<file path="config.mk">
export PLATFORM = sky130hd
export DESIGN_NAME = huf_flag
export DESIGN_NICKNAME = d
export VERILOG_FILES = /design/src/rtl/huf_pkg.sv /design/src/rtl/huf_flag.sv
export VERILOG_INCLUDE_DIRS = /design/src /design/src/rtl
export SDC_FILE = /design/constraint.sdc
export NUM_CORES = 1
export LEC_CHECK = 0
export ABC_CLOCK_PERIOD_IN_PS = 2900
export BUFFER_PORTS_ARGS = -buffer_cell sky130_fd_sc_hd__buf_2
export CAP_MARGIN = 30
export CORE_AREA = 5 5 79 74
export DETAILED_ROUTE_END_ITERATION = 16
export DIE_AREA = 0 0 84 79
export PLACE_DENSITY = 0.65
export SLEW_MARGIN = 25
export SYNTH_ARGS = -nofsm -noshare
export SYNTH_HDL_FRONTEND = slang
export SYNTH_SLANG_ARGS = --single-unit
export TNS_END_PERCENT = 5
</file>
<file path="constraint.sdc">
create_clock -name core_clk -period 2.9 [get_ports core_clk]
set_input_delay 0.145 -clock core_clk [delete_from_list [all_inputs] [get_ports core_clk]]
set_output_delay 0.145 -clock core_clk [all_outputs]
set_load 0.02 [all_outputs]
</file>
<file path="src/rtl/huf_map.svh">
/*
 * Constants for the head-unsafe flag logic: timing, mode codes, fault bit positions.
 * Assumes a 40 MHz core clock; included by the package and by the flag module.
 */
`ifndef HUF_MAP_SVH
`define HUF_MAP_SVH

// ----------------------------------------
// Timing
// ----------------------------------------
`define HUF_CLK_NS      25
`define HUF_HOLD_NS     500
`define HUF_HOLD_MAX_NS 1000
`define HUF_HOLD_CYC    (((`HUF_HOLD_NS) + (`HUF_CLK_NS) - 1) / (`HUF_CLK_NS))
`define HUF_SETTLE_NS   15
`define HUF_SETTLE_CYC  (((`HUF_SETTLE_NS) + (`HUF_CLK_NS) - 1) / (`HUF_CLK_NS))
`define HUF_CNT_W       6

// ----------------------------------------
// Mode field codes
// ----------------------------------------
`define HUF_PWR_SLEEP   2'h0
`define HUF_PWR_ACTIVE  2'h3
`define HUF_TM_NONE     3'h0
`define HUF_TM_TAS_BIT  2

// ----------------------------------------
// Fault vector layout and per-mode masks
// ----------------------------------------
`define HUF_NFAULT      7
`define HUF_F_REF       0
`define HUF_F_VCC       1
`define HUF_F_WSUP      2
`define HUF_F_WDATA     3
`define HUF_F_HEAD      4
`define HUF_F_UNSEL     5
`define HUF_F_TAS       6
`define HUF_MASK_READ   7'h07
`define HUF_MASK_WRITE  7'h3F
`define HUF_MASK_TAS    7'h40

`endif

</file>
<file path="src/rtl/huf_pkg.sv">
/*
 * Types for the head-unsafe flag logic: operating mode and the packed state.
 * Assumes huf_map.svh is on the include path.
 */
`include "huf_map.svh"

package huf_pkg;

    // Operating mode, one-hot
    typedef enum logic [5:0] {
        HUF_OFF   = 6'h01,
        HUF_SERVO = 6'h02,
        HUF_TAS   = 6'h04,
        HUF_ATEST = 6'h08,
        HUF_READ  = 6'h10,
        HUF_WRITE = 6'h20
    } huf_mode_type;

    // Register state of the block, all but the assertion counter quiet_cnt
    typedef struct packed {
        logic [`HUF_NFAULT-1:0] sync1;
        logic [`HUF_NFAULT-1:0] sync2;
        logic [`HUF_NFAULT-1:0] sync3;
        logic [`HUF_NFAULT-1:0] fault;
        logic [2:0]             line_sync;
        logic                   line_low;
        logic [1:0]             pwr;
        logic [2:0]             tm;
        logic                   servo;
        logic                   wsel;
        logic                   flag_mode;
        logic                   inhibit_cfg;
        huf_mode_type           mode;
        logic [`HUF_CNT_W-1:0]  blank_cnt;
        logic [`HUF_CNT_W-1:0]  hold_cnt;
        logic                   unsafe;
        logic                   oe;
        logic                   inhibit;
    } huf_state_type;

endpackage : huf_pkg

</file>
<file path="src/rtl/huf_flag.sv">
/*
 * Head-unsafe flag logic: mode decode, fault selection, release-delay hold and the
 * open-drain drive of the shared flag line.
 * Assumes fault detector levels arrive asynchronously and the configuration fields
 * come from logic on core_clk; the shared line has an external pull-up.
 */
// How it works
// - Flag line only pulls low or releases
// - Sleep and standby release the line
// - Read with flag mode set: release
// - Read, flag mode clear: pull on faults
// - Main supply low is a fault input
// - Writer supply low is a fault input
// - Thermal asperity test pulls on detection
// - Analog test modes always release line
// - Servo write always pulls the line
// - Write with flag mode set: pull
// - Write, flag mode clear: release on faults
// - Write faults inhibit current unless inhibit bit set
// - Entering write masks detection during transient
// - Hold flag 0.5 to 1 us after fault
// - One shared detector, mode selects inputs
// - Power field: sleep, standby, active decode
// - Test field top bit selects asperity mode
// - Configuration resets to zero
`timescale 1ns/1ps

`include "huf_map.svh"

module huf_flag (
    input  wire logic              core_clk,
    input  wire logic              sys_rst,
    input  wire logic [1:0]        power_ctrl,
    input  wire logic              write_select,
    input  wire logic [2:0]        test_mode,
    input  wire logic              servo_write_on,
    input  wire logic              flag_mode_bit,
    input  wire logic              write_inhibit_bit,
    input  wire logic              ref_res_fault,
    input  wire logic              vcc_low,
    input  wire logic              writer_supply_low,
    input  wire logic              write_data_slow,
    input  wire logic              write_head_fault,
    input  wire logic              unsel_head_biased,
    input  wire logic              thermal_asperity_detector,
    input  wire logic              head_unsafe_flag_in,
    output logic                   head_unsafe_flag_out,
    output logic                   head_unsafe_flag_oe,
    output logic                   write_current_inhibit,
    output logic                   unsafe_hold,
    output logic                   shared_line_low,
    output huf_pkg::huf_mode_type  active_mode
);
    import huf_pkg::*;

    localparam int HOLD_CYC = `HUF_HOLD_CYC;

    huf_state_type               st;
    huf_state_type               next_st;
    huf_mode_type                mode;
    logic [`HUF_NFAULT-1:0]      raw_fault;
    logic [`HUF_NFAULT-1:0]      mask;
    logic                        entering;
    logic                        hit;

    // ----------------------------------------
    // Mode decode
    // ----------------------------------------
    function automatic huf_mode_type huf_decode(input logic [1:0] pwr, input logic [2:0] tm,
                                                input logic servo, input logic wsel);
        huf_mode_type m;
        m = HUF_OFF;
        if (pwr != `HUF_PWR_ACTIVE) begin
            m = HUF_OFF;
        end else if (servo) begin
            m = HUF_SERVO;
        end else if (tm[`HUF_TM_TAS_BIT]) begin
            m = HUF_TAS;
        end else if (tm != `HUF_TM_NONE) begin
            m = HUF_ATEST;
        end else if (wsel) begin
            m = HUF_WRITE;
        end else begin
            m = HUF_READ;
        end
        return m;
    endfunction : huf_decode

    // Fault detector inputs in fixed bit order
    assign raw_fault = {thermal_asperity_detector, unsel_head_biased, write_head_fault,
                        write_data_slow, writer_supply_low, vcc_low, ref_res_fault};

    // ----------------------------------------
    // Next state
    // ----------------------------------------
    always_comb begin
        next_st = st;
        // Three-stage sync; a change counts once stages two and three agree
        next_st.sync1 = raw_fault;
        next_st.sync2 = st.sync1;
        next_st.sync3 = st.sync2;
        next_st.fault = (st.sync2 & st.sync3) | (st.fault & (st.sync2 | st.sync3));
        next_st.line_sync = {st.line_sync[1:0], ~head_unsafe_flag_in};
        next_st.line_low = (st.line_sync[1] & st.line_sync[2])
                         | (st.line_low & (st.line_sync[1] | st.line_sync[2]));
        // Configuration capture
        next_st.pwr = power_ctrl;
        next_st.tm = test_mode;
        next_st.servo = servo_write_on;
        next_st.wsel = write_select;
        next_st.flag_mode = flag_mode_bit;
        next_st.inhibit_cfg = write_inhibit_bit;
        mode = huf_decode(st.pwr, st.tm, st.servo, st.wsel);
        next_st.mode = mode;
        // Write entry blanking window
        entering = (mode == HUF_WRITE) && (st.mode != HUF_WRITE);
        if (entering) begin
            next_st.blank_cnt = `HUF_CNT_W'(`HUF_SETTLE_CYC);
        end else if (st.blank_cnt != '0) begin
            next_st.blank_cnt = st.blank_cnt - `HUF_CNT_W'(1);
        end
        // Mode picks which detector inputs count
        case (mode)
            HUF_READ:  mask = `HUF_MASK_READ;
            HUF_WRITE: mask = `HUF_MASK_WRITE;
            HUF_TAS:   mask = `HUF_MASK_TAS;
            default:   mask = '0;
        endcase
        hit = (|(st.fault & mask)) && !(entering || st.blank_cnt != '0);
        // Release-delay hold, restarted by every faulty cycle; a mode change clears it
        if (mode != st.mode) begin
            next_st.hold_cnt = '0;
        end else if (hit) begin
            next_st.hold_cnt = `HUF_CNT_W'(HOLD_CYC);
        end else if (st.hold_cnt != '0) begin
            next_st.hold_cnt = st.hold_cnt - `HUF_CNT_W'(1);
        end
        next_st.unsafe = (next_st.hold_cnt != '0);
        // Line drive per mode
        case (mode)
            HUF_OFF:   next_st.oe = 1'b0;
            HUF_SERVO: next_st.oe = 1'b1;
            HUF_TAS:   next_st.oe = next_st.unsafe;
            HUF_ATEST: next_st.oe = 1'b0;
            HUF_READ:  next_st.oe = !st.flag_mode && next_st.unsafe;
            HUF_WRITE: next_st.oe = st.flag_mode || !next_st.unsafe;
            default:   next_st.oe = 1'b0;
        endcase
        next_st.inhibit = (mode == HUF_WRITE) && !st.inhibit_cfg && next_st.unsafe;
    end

    // ----------------------------------------
    // State register
    // ----------------------------------------
    always_ff @(posedge core_clk or posedge sys_rst) begin
        if (sys_rst) begin
            st <= '0;
            st.mode <= HUF_OFF;
        end else begin
            st <= next_st;
        end
    end

    // Outputs; the pin value is always low, only the enable moves
    assign head_unsafe_flag_out = 1'b0;
    assign head_unsafe_flag_oe = st.oe;
    assign write_current_inhibit = st.inhibit;
    assign unsafe_hold = st.unsafe;
    assign shared_line_low = st.line_low;
    assign active_mode = st.mode;

    logic [`HUF_CNT_W-1:0] quiet_cnt;

    // Cycles since the last faulty cycle or mode change, saturating
    always_ff @(posedge core_clk or posedge sys_rst) begin
        if (sys_rst) begin
            quiet_cnt <= '0;
        end else if (hit || mode != st.mode) begin
            quiet_cnt <= '0;
        end else if (quiet_cnt != '1) begin
            quiet_cnt <= quiet_cnt + `HUF_CNT_W'(1);
        end
    end
endmodule : huf_flag

</file>
==> results.toml, run 1 <==
[sta]
fmax_mhz = 458
slew-limit-headroom_pct = 49.4
timing.final.crit_share_pct = 75.3
finClkSkew_ns = 0.0106
hold_viol = 47
worst_hold_slack_ns = -0.0800
setup_ws_ns = 0.717
tns_ns = 0
min_period_ns = 2.18
finalSetupViolations = 0
worst_pin_slew_ns = 0.758
timing.final.max_slew_violations = 0
rsz0062_at_grt = "false"

[global_route]
antenna_found_initial = 0
grt_usage_pct = 13.9
grt_pass1_vias = 1543
overflow = 0
met1_usage_pct = 15.2
top_usage_layer = "met2"
grt_pass1_wl_um = 7100
grtUsageMet2_pct = 24.8
grt_start_max_net_pins = 49
met3_usage_pct = 4.88

[final_layout]
multiInputGateArea_sq_um = 697
final_common_cell = "dfrtp_1"
final_cell_count_no_fill = 296
design_area_sq_um = 2900
layout.nets = 246
drive_above_1_share_pct = 22.3
layout_common_cells = "dfrtp_1 (61), buf_2 (28), dlygate4sd3_1 (17)"
syn_to_final_growth_pct = 23.0
fillers = 416
num_antenna_cells = 0
seqCellArea_sq_um = 1550

[clock_network]
path_clk_slew_ns = 0.07
cts_tree = "built"
cts-resized-gates = 0
cts_buffers = 9
cts_root_buf = "clkbuf_8"
worst_skew_pair.late_latency_ns = 0.33
clk_path_buf_depth = 2
cts_sinks = 62
htree_levels = 3

[place]
dp_cells = 263
hpwl_um = 2840
place_ws_ns = 0.754
io_buffers = 28
place_area_sq_um = 2510
gp_congestion = 0.761

[synthesis]
synth_top_area_share_pct = 64.8
async_reset_ff_share_pct = 100
synth_area_leaders = "dfrtp_1 (65%), maj3_1 (3.4%), nor2_1 (2.4%)"
syn_nets = 199
yosys_warnings = 0
netlist_area_sq_um = 2350
synth_area_per_cell_sq_um = 13.3
yosysSeqAreaShare_pct = 65.9
synthCells = 177
synth.largest_area_cell = "dfrtp_1"
synth_edf_count = 0
synthFlopType = "dfrtp_1"
synth_seq_cells = 62
synth_cell_types = 41

[run]
drv_cap = 0

[die]
die_w_um = 84
io_pins = 30
fp.dieH_um = 79
num_rows = 25
core_area_sq_um = 5000
initial_core_util_pct = 47.0
die_area_sq_um = 6640

[pwr]
p_int_w = 0.00175
vdd_drop_max_uv = 578
powerDensity_nw_per_um2 = 849
p_leak_nw = 1.34
switching_share_pct = 28.9
clock_power_share_pct = 30.9
p_seq_share_pct = 44.0
p_comb_share_pct = 25.1
power_switching_w = 0.000711

[drt]
via_per_inst = 4.84
wirelength_um = 3970
first_pass_iters = 4
ant_nets = 0
drtIter0Drc = 76
route.vias.total = 1433
drcViolationCount = 0
drt-wirelength-per-cell_um = 13.4

[worst_setup_path]
setup.worst_path.start_class = "flop"
required_ns = 3.16
cp_max_fo = 5
crit_type = "reg2reg"
end_kind = "flop"
arrival_ns = 2.45

[outcome]
violations = "negative hold slack"
status = "finished with violations"

[min_path]
min_path_type = "in2async"
[logic make-up after synthesis]
| logic type | count (synthesis) | synth area share [%] |
|---|---|---|
| compound gates | 14 | 5.15 |
| fa+ha+maj | 11 | 4.99 |
| simple gates | 58 | 14.3 |
| mux | 3 | 1.28 |
| flops | 62 | 65.9 |
| other cells | 1 | 0.159 |
| xor+xnor | 10 | 3.72 |
| buf+inv | 18 | 4.46 |
[layout make-up]
| type | count | share of cell area [%] |
|---|---|---|
| clock buffers | 14 | 5.96 |
| clock inverters | 2 | 1.34 |
| inverters | 8 | 1.12 |
| repair buffers | 46 | 11.0 |
| well taps | 67 | 2.90 |
| multi-input cells | 97 | 24.1 |
| flip-flops and latches | 62 | 53.6 |
[path summary, 6_finish.rpt]
| kind | end | cells past startpoint | startpoint | slack, ns |
|---|---|---|---|---|
| worst max-delay path | head_unsafe_flag_oe | 6 | st[11] | 0.72 |
| min in group core_clk | next_st[46] | 0 | next_st[53] | 0.35 |
| worst max register to register | head_unsafe_flag_oe | 6 | st[11] | 0.72 |
| worst min-delay path | st[33] | 2 | sys_rst | -0.08 |
| worst min register to register | next_st[46] | 0 | next_st[53] | 0.35 |
| max in group asynchronous | active_mode[0] | 3 | sys_rst | 2.22 |
[state kept, by name, summed over array words and instances, names as in the netlist]
| name | count |
|---|---|
| write_current_inhibit | 1 |
| st | 36 |
| shared_line_low | 1 |
| next_st | 16 |
| active_mode | 6 |
| head_unsafe_flag_oe | 1 |
| unsafe_hold | 1 |
[power by group through the flow]
stage | registers [W] | logic (W) | clock network [W]
2_1_floorplan | 0.00108 | 0.000474 | 0
3_3_place_gp | 0.00108 | 0.000568 | 0
3_5_place_dp | 0.00110 | 0.000600 | 0
4_1_cts | 0.00108 | 0.000624 | 0.000787
5_1_grt | 0.00110 | 0.000702 | 0.000832
6_report | 0.00108 | 0.000617 | 0.000760
[through the flow]
stage | utilization [%] | hold WS (ns) | power [W]
4_1_cts | 57.8 | 0.0396 | 0.00249
6_report | 57.9 | -0.0800 | 0.00246
5_1_grt | 57.9 | 0.00184 | 0.00263
3_3_place_gp | 50.2 | 0.252 | 0.00165
3_5_place_dp | 50.2 | 0.254 | 0.00170
2_1_floorplan | - | 0.176 | 0.00155
[critical path: stages, from the launching register on]
cell and delay (ns):
dfrtp_1 0.41, nor3_1 0.34, and3b_1 0.34, o221ai_1 0.23, a2111oi_4 0.41, mux2i_1 0.25
a21o_1 0.13
[synth_stat cells, drive strengths merged (2+ instances only)]
library cell / count
a211oi: 3
a21oi: 3
and2: 2
and3: 2
and3b: 2
buf: 10
dfrtp: 61
ha: 3
inv: 7
maj3: 8
mux2i: 3
nand2: 5
nand2b: 2
nand3: 2
nand3b: 3
nor2: 15
nor2b: 4
nor3: 10
nor4: 2
o21ai: 2
or2: 2
or3: 2
xnor2: 6
xor2: 4
[layer usage]
metal  part of all wire (%)  up-vias
met5                      0        -
met2                     53       35
met4                    1.2        0
met3                    4.7        5
met1                     41      700
li1                       -      693
[repair_timing]
| action | in CTS | in global routing |
|---|---|---|
| hold endpoints to repair | 17 | 0 |
| hold buffers | 17 | 0 |
| setup buffers | 0 | 0 |
Note: power is estimated with default switching activity, not from simulation.
==> run 2: changes to the inputs <==
- ABC_AREA: not set -> 1
- ABC_CLOCK_PERIOD_IN_PS: 2900 -> 2200
- CORE_AREA: 5 5 79 74 -> 5 5 81 75
- DIE_AREA: 0 0 84 79 -> 0 0 86 80
- PLACE_DENSITY: 0.65 -> 0.66
- clock period: 2.9 -> 2.2 ns (I/O delays scaled with it)
==> run 2 against run 1 <==
The flow still finishes with violations (negative hold slack). Die area rose by 3.7%. Setup slack got worse by 0.38 ns. Final cell count rose by 20%. Critical path depth rose by 2. Fmax rose by 17%. Cell area rose by 6.3%. Core utilization rose by 1.8 points. Clock skew fell by 0.0068 ns. Sequential share of layout area fell by 3.2 points. Via count rose by 13%. First-iteration DRC count fell by 18%. Largest power group unchanged.
==> results.toml, run 2 <==
[outcome]
status = "finished with violations"
violations = "negative hold slack"

[worst_setup_path]
cp_max_fo = 7
required_ns = 2.41
arrival_ns = 2.07
crit_type = "reg2reg"
r2r_end = "head_unsafe_flag_oe"
end_kind = "flop"
reg2reg_depth = 8
rrSetupSlack_ns = 0.34
r2r_start = "st[3]"
setup.worst_path.start_class = "flop"

[clock_network]
clk_path_buf_depth = 2
htree_levels = 3
cts_buffers = 9
cts_setup_buffers = 0
path_clk_slew_ns = 0.06
cts_sinks = 62
cts_tree = "built"
worst_skew_pair.late_latency_ns = 0.32
cts-resized-gates = 0
cts_root_buf = "clkbuf_8"

[sta]
min_period_ns = 1.86
worst_pin_slew_ns = 0.732
hold_viol = 10
timing.final.max_slew_violations = 0
tns_ns = 0
fmax_mhz = 537
timing.final.crit_share_pct = 84.7
finalSetupViolations = 0
setup_ws_ns = 0.337
rsz0062_at_grt = "false"
finClkSkew_ns = 0.00386
worst_hold_slack_ns = -0.00379
slew-limit-headroom_pct = 51.2

[drt]
first_pass_iters = 4
ant_nets = 0
route.vias.total = 1623
wirelength_um = 4100
via_per_inst = 4.56
drcViolationCount = 0
drtIter0Drc = 62
drt-wirelength-per-cell_um = 11.5

[place]
io_buffers = 28
place_ws_ns = 0.367
dp_cells = 323
hpwl_um = 2720
gp_congestion = 0.824

[global_route]
grt_pass1_vias = 1706
grt_start_max_net_pins = 63
grt_pass1_wl_um = 7600
antenna_found_initial = 0
overflow = 0
grt_usage_pct = 14.5

[synthesis]
yosys_warnings = 0
synth_edf_count = 0
synth_area_leaders = "dfrtp_1 (61%), nand2_1 (6.5%), inv_1 (5.3%)"
synthCells = 234
synth_top_area_share_pct = 61.2
async_reset_ff_share_pct = 100
netlist_area_sq_um = 2490
synth_cell_types = 29
syn_nets = 256
synth.largest_area_cell = "dfrtp_1"
synth_area_per_cell_sq_um = 10.7
synth_commonest_cells = "dfrtp_1 (61), nand2_1 (43), inv_1 (35)"
synth_seq_cells = 62
synthFlopType = "dfrtp_1"
yosysMostFrequentCell = "dfrtp_1"
yosysSeqAreaShare_pct = 62.3

[final_layout]
fin_util_pct = 59.6
final_common_cell = "dfrtp_1"
final_cell_count_no_fill = 356
layout.nets = 306
num_antenna_cells = 0
largest_register_ffs = 36
fillers = 430
drive_above_1_share_pct = 24.2
multiInputGateArea_sq_um = 739
seqCellArea_sq_um = 1550
top_register = "st"
syn_to_final_growth_pct = 23.4
layout_common_cells = "dfrtp_1 (61), nand2_1 (43), inv_1 (34)"

[pwr]
p_leak_nw = 1.57
powerDensity_nw_per_um2 = 1120
vdd_drop_max_uv = 680

[die]
die_area_sq_um = 6880
fp.dieH_um = 80
die_w_um = 86
core_area_sq_um = 5160
initial_core_util_pct = 48.3
num_rows = 25
io_pins = 30

[min_path]
min_path_type = "in2async"

[run]
drv_cap = 0
-- run 2: cells by family after synthesis --
logic type / Yosys count / share of synthesized area (%)
compound gates: 15 / 3.96
flops: 62 / 62.3
simple gates: 96 / 19.8
buf+inv: 46 / 8.08
xor+xnor: 3 / 1.05
fa+ha+maj: 11 / 4.72
other cells: 1 / 0.150
-- run 2: area by class of cell --
type	count	area share [%]
clock inverter	3	2.11
timing repair buffer	46	10.3
tap	67	2.72
inverter	39	4.84
sequential	62	50.5
multi-input combinational	126	24.0
clock buffer	13	5.49
-- run 2: where the power goes --
group	switching, W	total [W]	internal (W)
sequential	0.000103	0.00141	0.00130
combinational	0.000571	0.000921	0.000350
clock	0.000395	0.00112	0.000729
-- run 2: worst max-delay path by stage --
| stage | startpoint | endpoint |
|---|---|---|
| after global routing | st[3] | head_unsafe_flag_oe |
| after floorplan | sys_rst | active_mode[1] |
| after global placement | st[9] | head_unsafe_flag_oe |
| after CTS | st[3] | head_unsafe_flag_oe |
| final | st[3] | head_unsafe_flag_oe |
| after detailed placement | st[3] | head_unsafe_flag_oe |
-- run 2: stage by stage --
| stage | total power (W) | instance area (sq um) |
|---|---|---|
| global route | 0.00369 | 3080 |
| finish | 0.00345 | 3080 |
| floorplan | 0.00212 | 2490 |
| detailed placement | 0.00231 | 2670 |
| CTS | 0.00349 | 3080 |
| global placement | 0.00227 | 2670 |
-- run 2: critical path, stage by stage, from the launching register on --
cell	delay, ns
dfrtp_1	0.39
inv_1	0.13
ha_1	0.16
nand4_1	0.25
a21boi_2	0.26
o211ai_1	0.21
nand3_2	0.15
a21oi_2	0.14
nand2_1	0.06
-- run 2: per-layer routing --
layer | part of all wire [%] | vias up | GRT usage (%) | routed length (um)
met1 | 45 | 777 | 17.1 | 1840
met2 | 49 | 27 | 23.3 | 1990
met3 | 4.0 | 8 | 3.72 | 165
li1 | - | 811 | - | -
met4 | 2.4 | 0 | 9.34 | 97
met5 | 0 | - | 0 | 0
-- run 2: timing repair --
item                                    in CTS  in global routing
endpoints found under the setup margin       0                  0
hold endpoints to repair                    17                  0
hold buffers                                17                  0
==> run 3: changes to the inputs <==
- ABC_CLOCK_PERIOD_IN_PS: 2200 -> 1700
- PLACE_DENSITY: 0.66 -> 0.69
- clock period: 2.2 -> 1.7 ns (I/O delays scaled with it)
==> run 3 against run 2 <==
Die area stayed put. Combinational power grew 65%. Critical path type unchanged. Critical endpoint unchanged. Global-route usage increased by 0.69 points. Hold slack better by 0.30 ns. Routed wire length rose by 5.7%. Non-clock buffer count is 22 higher. The flow now finishes without violations. Count of clock-buffer cells in the layout down 2. Cell area increased by 5.5%. Sequential power rose by 28%. Via count grew 6.0%. Register-to-register slack got worse by 0.34 ns. Clock skew grew 0.0066 ns.
==> results.toml, run 3 (synthesized netlist as in run 2, its figures left out) <==
[outcome]
status = "complete, no violations"

[final_layout]
largest_register_ffs = 36
design_area_sq_um = 3250
num_antenna_cells = 0
syn_to_final_growth_pct = 30.2
seqCellArea_sq_um = 1550
fillers = 388
layout_common_cells = "dfrtp_1 (61), nand2_1 (40), inv_1 (34)"
top_register = "st"
multiInputGateArea_sq_um = 762
layout.nets = 328
final_common_cell = "dfrtp_1"
drive_above_1_share_pct = 31.2

[pwr]
vdd_drop_max_uv = 888
total_power_w = 0.00460
powerDensity_nw_per_um2 = 1420
p_leak_nw = 1.66

[place]
place_area_sq_um = 2810
gp_congestion = 0.808
place_ws_ns = -0.0748
hpwl_um = 2950
io_buffers = 28

[worst_setup_path]
end_kind = "flop"
arrival_ns = 1.92
crit_type = "reg2reg"
rrSetupSlack_ns = 0.002
reg2reg_depth = 10
cp_max_fo = 7
r2r_start = "st[4]"
required_ns = 1.93
r2r_end = "head_unsafe_flag_oe"
setup.worst_path.start_class = "flop"
timing.critical_path.from = "st[4]"

[die]
num_rows = 25
die_w_um = 86
core_area_sq_um = 5160
die_area_sq_um = 6880
initial_core_util_pct = 48.3
io_pins = 30
fp.dieH_um = 80

[sta]
finalSetupViolations = 0
fmax_mhz = 589
setup_ws_ns = 0.00181
finClkSkew_ns = 0.0104
min_period_ns = 1.70
hold_viol = 0
worst_hold_slack_ns = 0.299
rsz0062_at_grt = "true"
timing.final.crit_share_pct = 99.9
timing.final.max_slew_violations = 0

[drt]
wirelength_um = 4330
via_per_inst = 4.55
ant_nets = 0
drcViolationCount = 0
route.vias.total = 1720
drt-wirelength-per-cell_um = 11.5
first_pass_iters = 4
drtIter0Drc = 60

[global_route]
grt_usage_pct = 15.2
antenna_found_initial = 0
grt_pass1_vias = 1845
grt_pass1_wl_um = 7980
overflow = 0
grt_start_max_net_pins = 31

[min_path]
min_path_type = "in2async"

[clock_network]
cts_sinks = 62
htree_levels = 3
path_clk_slew_ns = 0.07
cts_root_buf = "clkbuf_8"
worst_skew_pair.late_latency_ns = 0.33
clk_path_buf_depth = 2
cts_buffers = 9
cts_tree = "built"

[run]
drv_cap = 0
==> run 3: final cells by class <==
cell class / count / share of cell area (%)
sequential: 62 / 47.8
multi-input combinational: 126 / 23.5
timing repair buffer: 68 / 15.3
inverter: 39 / 4.59
clock buffer: 11 / 4.36
tap: 67 / 2.58
clock inverter: 5 / 1.81
==> run 3: through the flow <==
stage	cells	utilization, %	TNS (ns)
2_1_floorplan	234	-	0
3_3_place_gp	340	54.5	0
3_5_place_dp	340	54.5	-0.105
4_1_cts	377	62.5	-0.0274
5_1_grt	378	62.9	-0.204
6_report	378	62.9	0
==> run 3: where the power goes <==
group          total [W]  internal (W)  switching, W
clock network    0.00127      0.000717      0.000554
registers        0.00181       0.00169      0.000121
logic            0.00152      0.000705      0.000817
total            0.00460       0.00311       0.00149
==> run 3: timing repair <==
action	CTS	global route
pin swaps	4	4
setup buffers	3	1
resized for setup	5	3
endpoints found under the hold margin	35	0
hold buffers	18	0
setup endpoints to repair	3	4
==> run 3: layer usage <==
layer | track usage [%] | routed length [um]
met2 | 25.2 | 2200
met4 | 8.23 | 91
met3 | 4.33 | 176
met5 | 0 | 0
met1 | 17.7 | 1870
==> run 3: worst max path at each step <==
stage | end | slack (ns) | depth (start not counted)
floorplan | head_unsafe_flag_oe | 0.06 | 8
global placement | head_unsafe_flag_oe | 0.01 | 12
detailed placement | head_unsafe_flag_oe | -0.07 | 9
CTS | head_unsafe_flag_oe | -0.03 | 12
global route | head_unsafe_flag_oe | -0.12 | 11
finish | head_unsafe_flag_oe | 0.002 | 10
==> run 3: critical path, cell delays in order (launching register included) <==
cell	delay (ns)
dfrtp_1	0.38
inv_1	0.09
ha_1	0.15
nand4_1	0.07
buf_4	0.17
nand2_1	0.05
o21ai_0	0.11
o211ai_1	0.23
nand3_2	0.13
a21oi_2	0.14
nand2_1	0.06
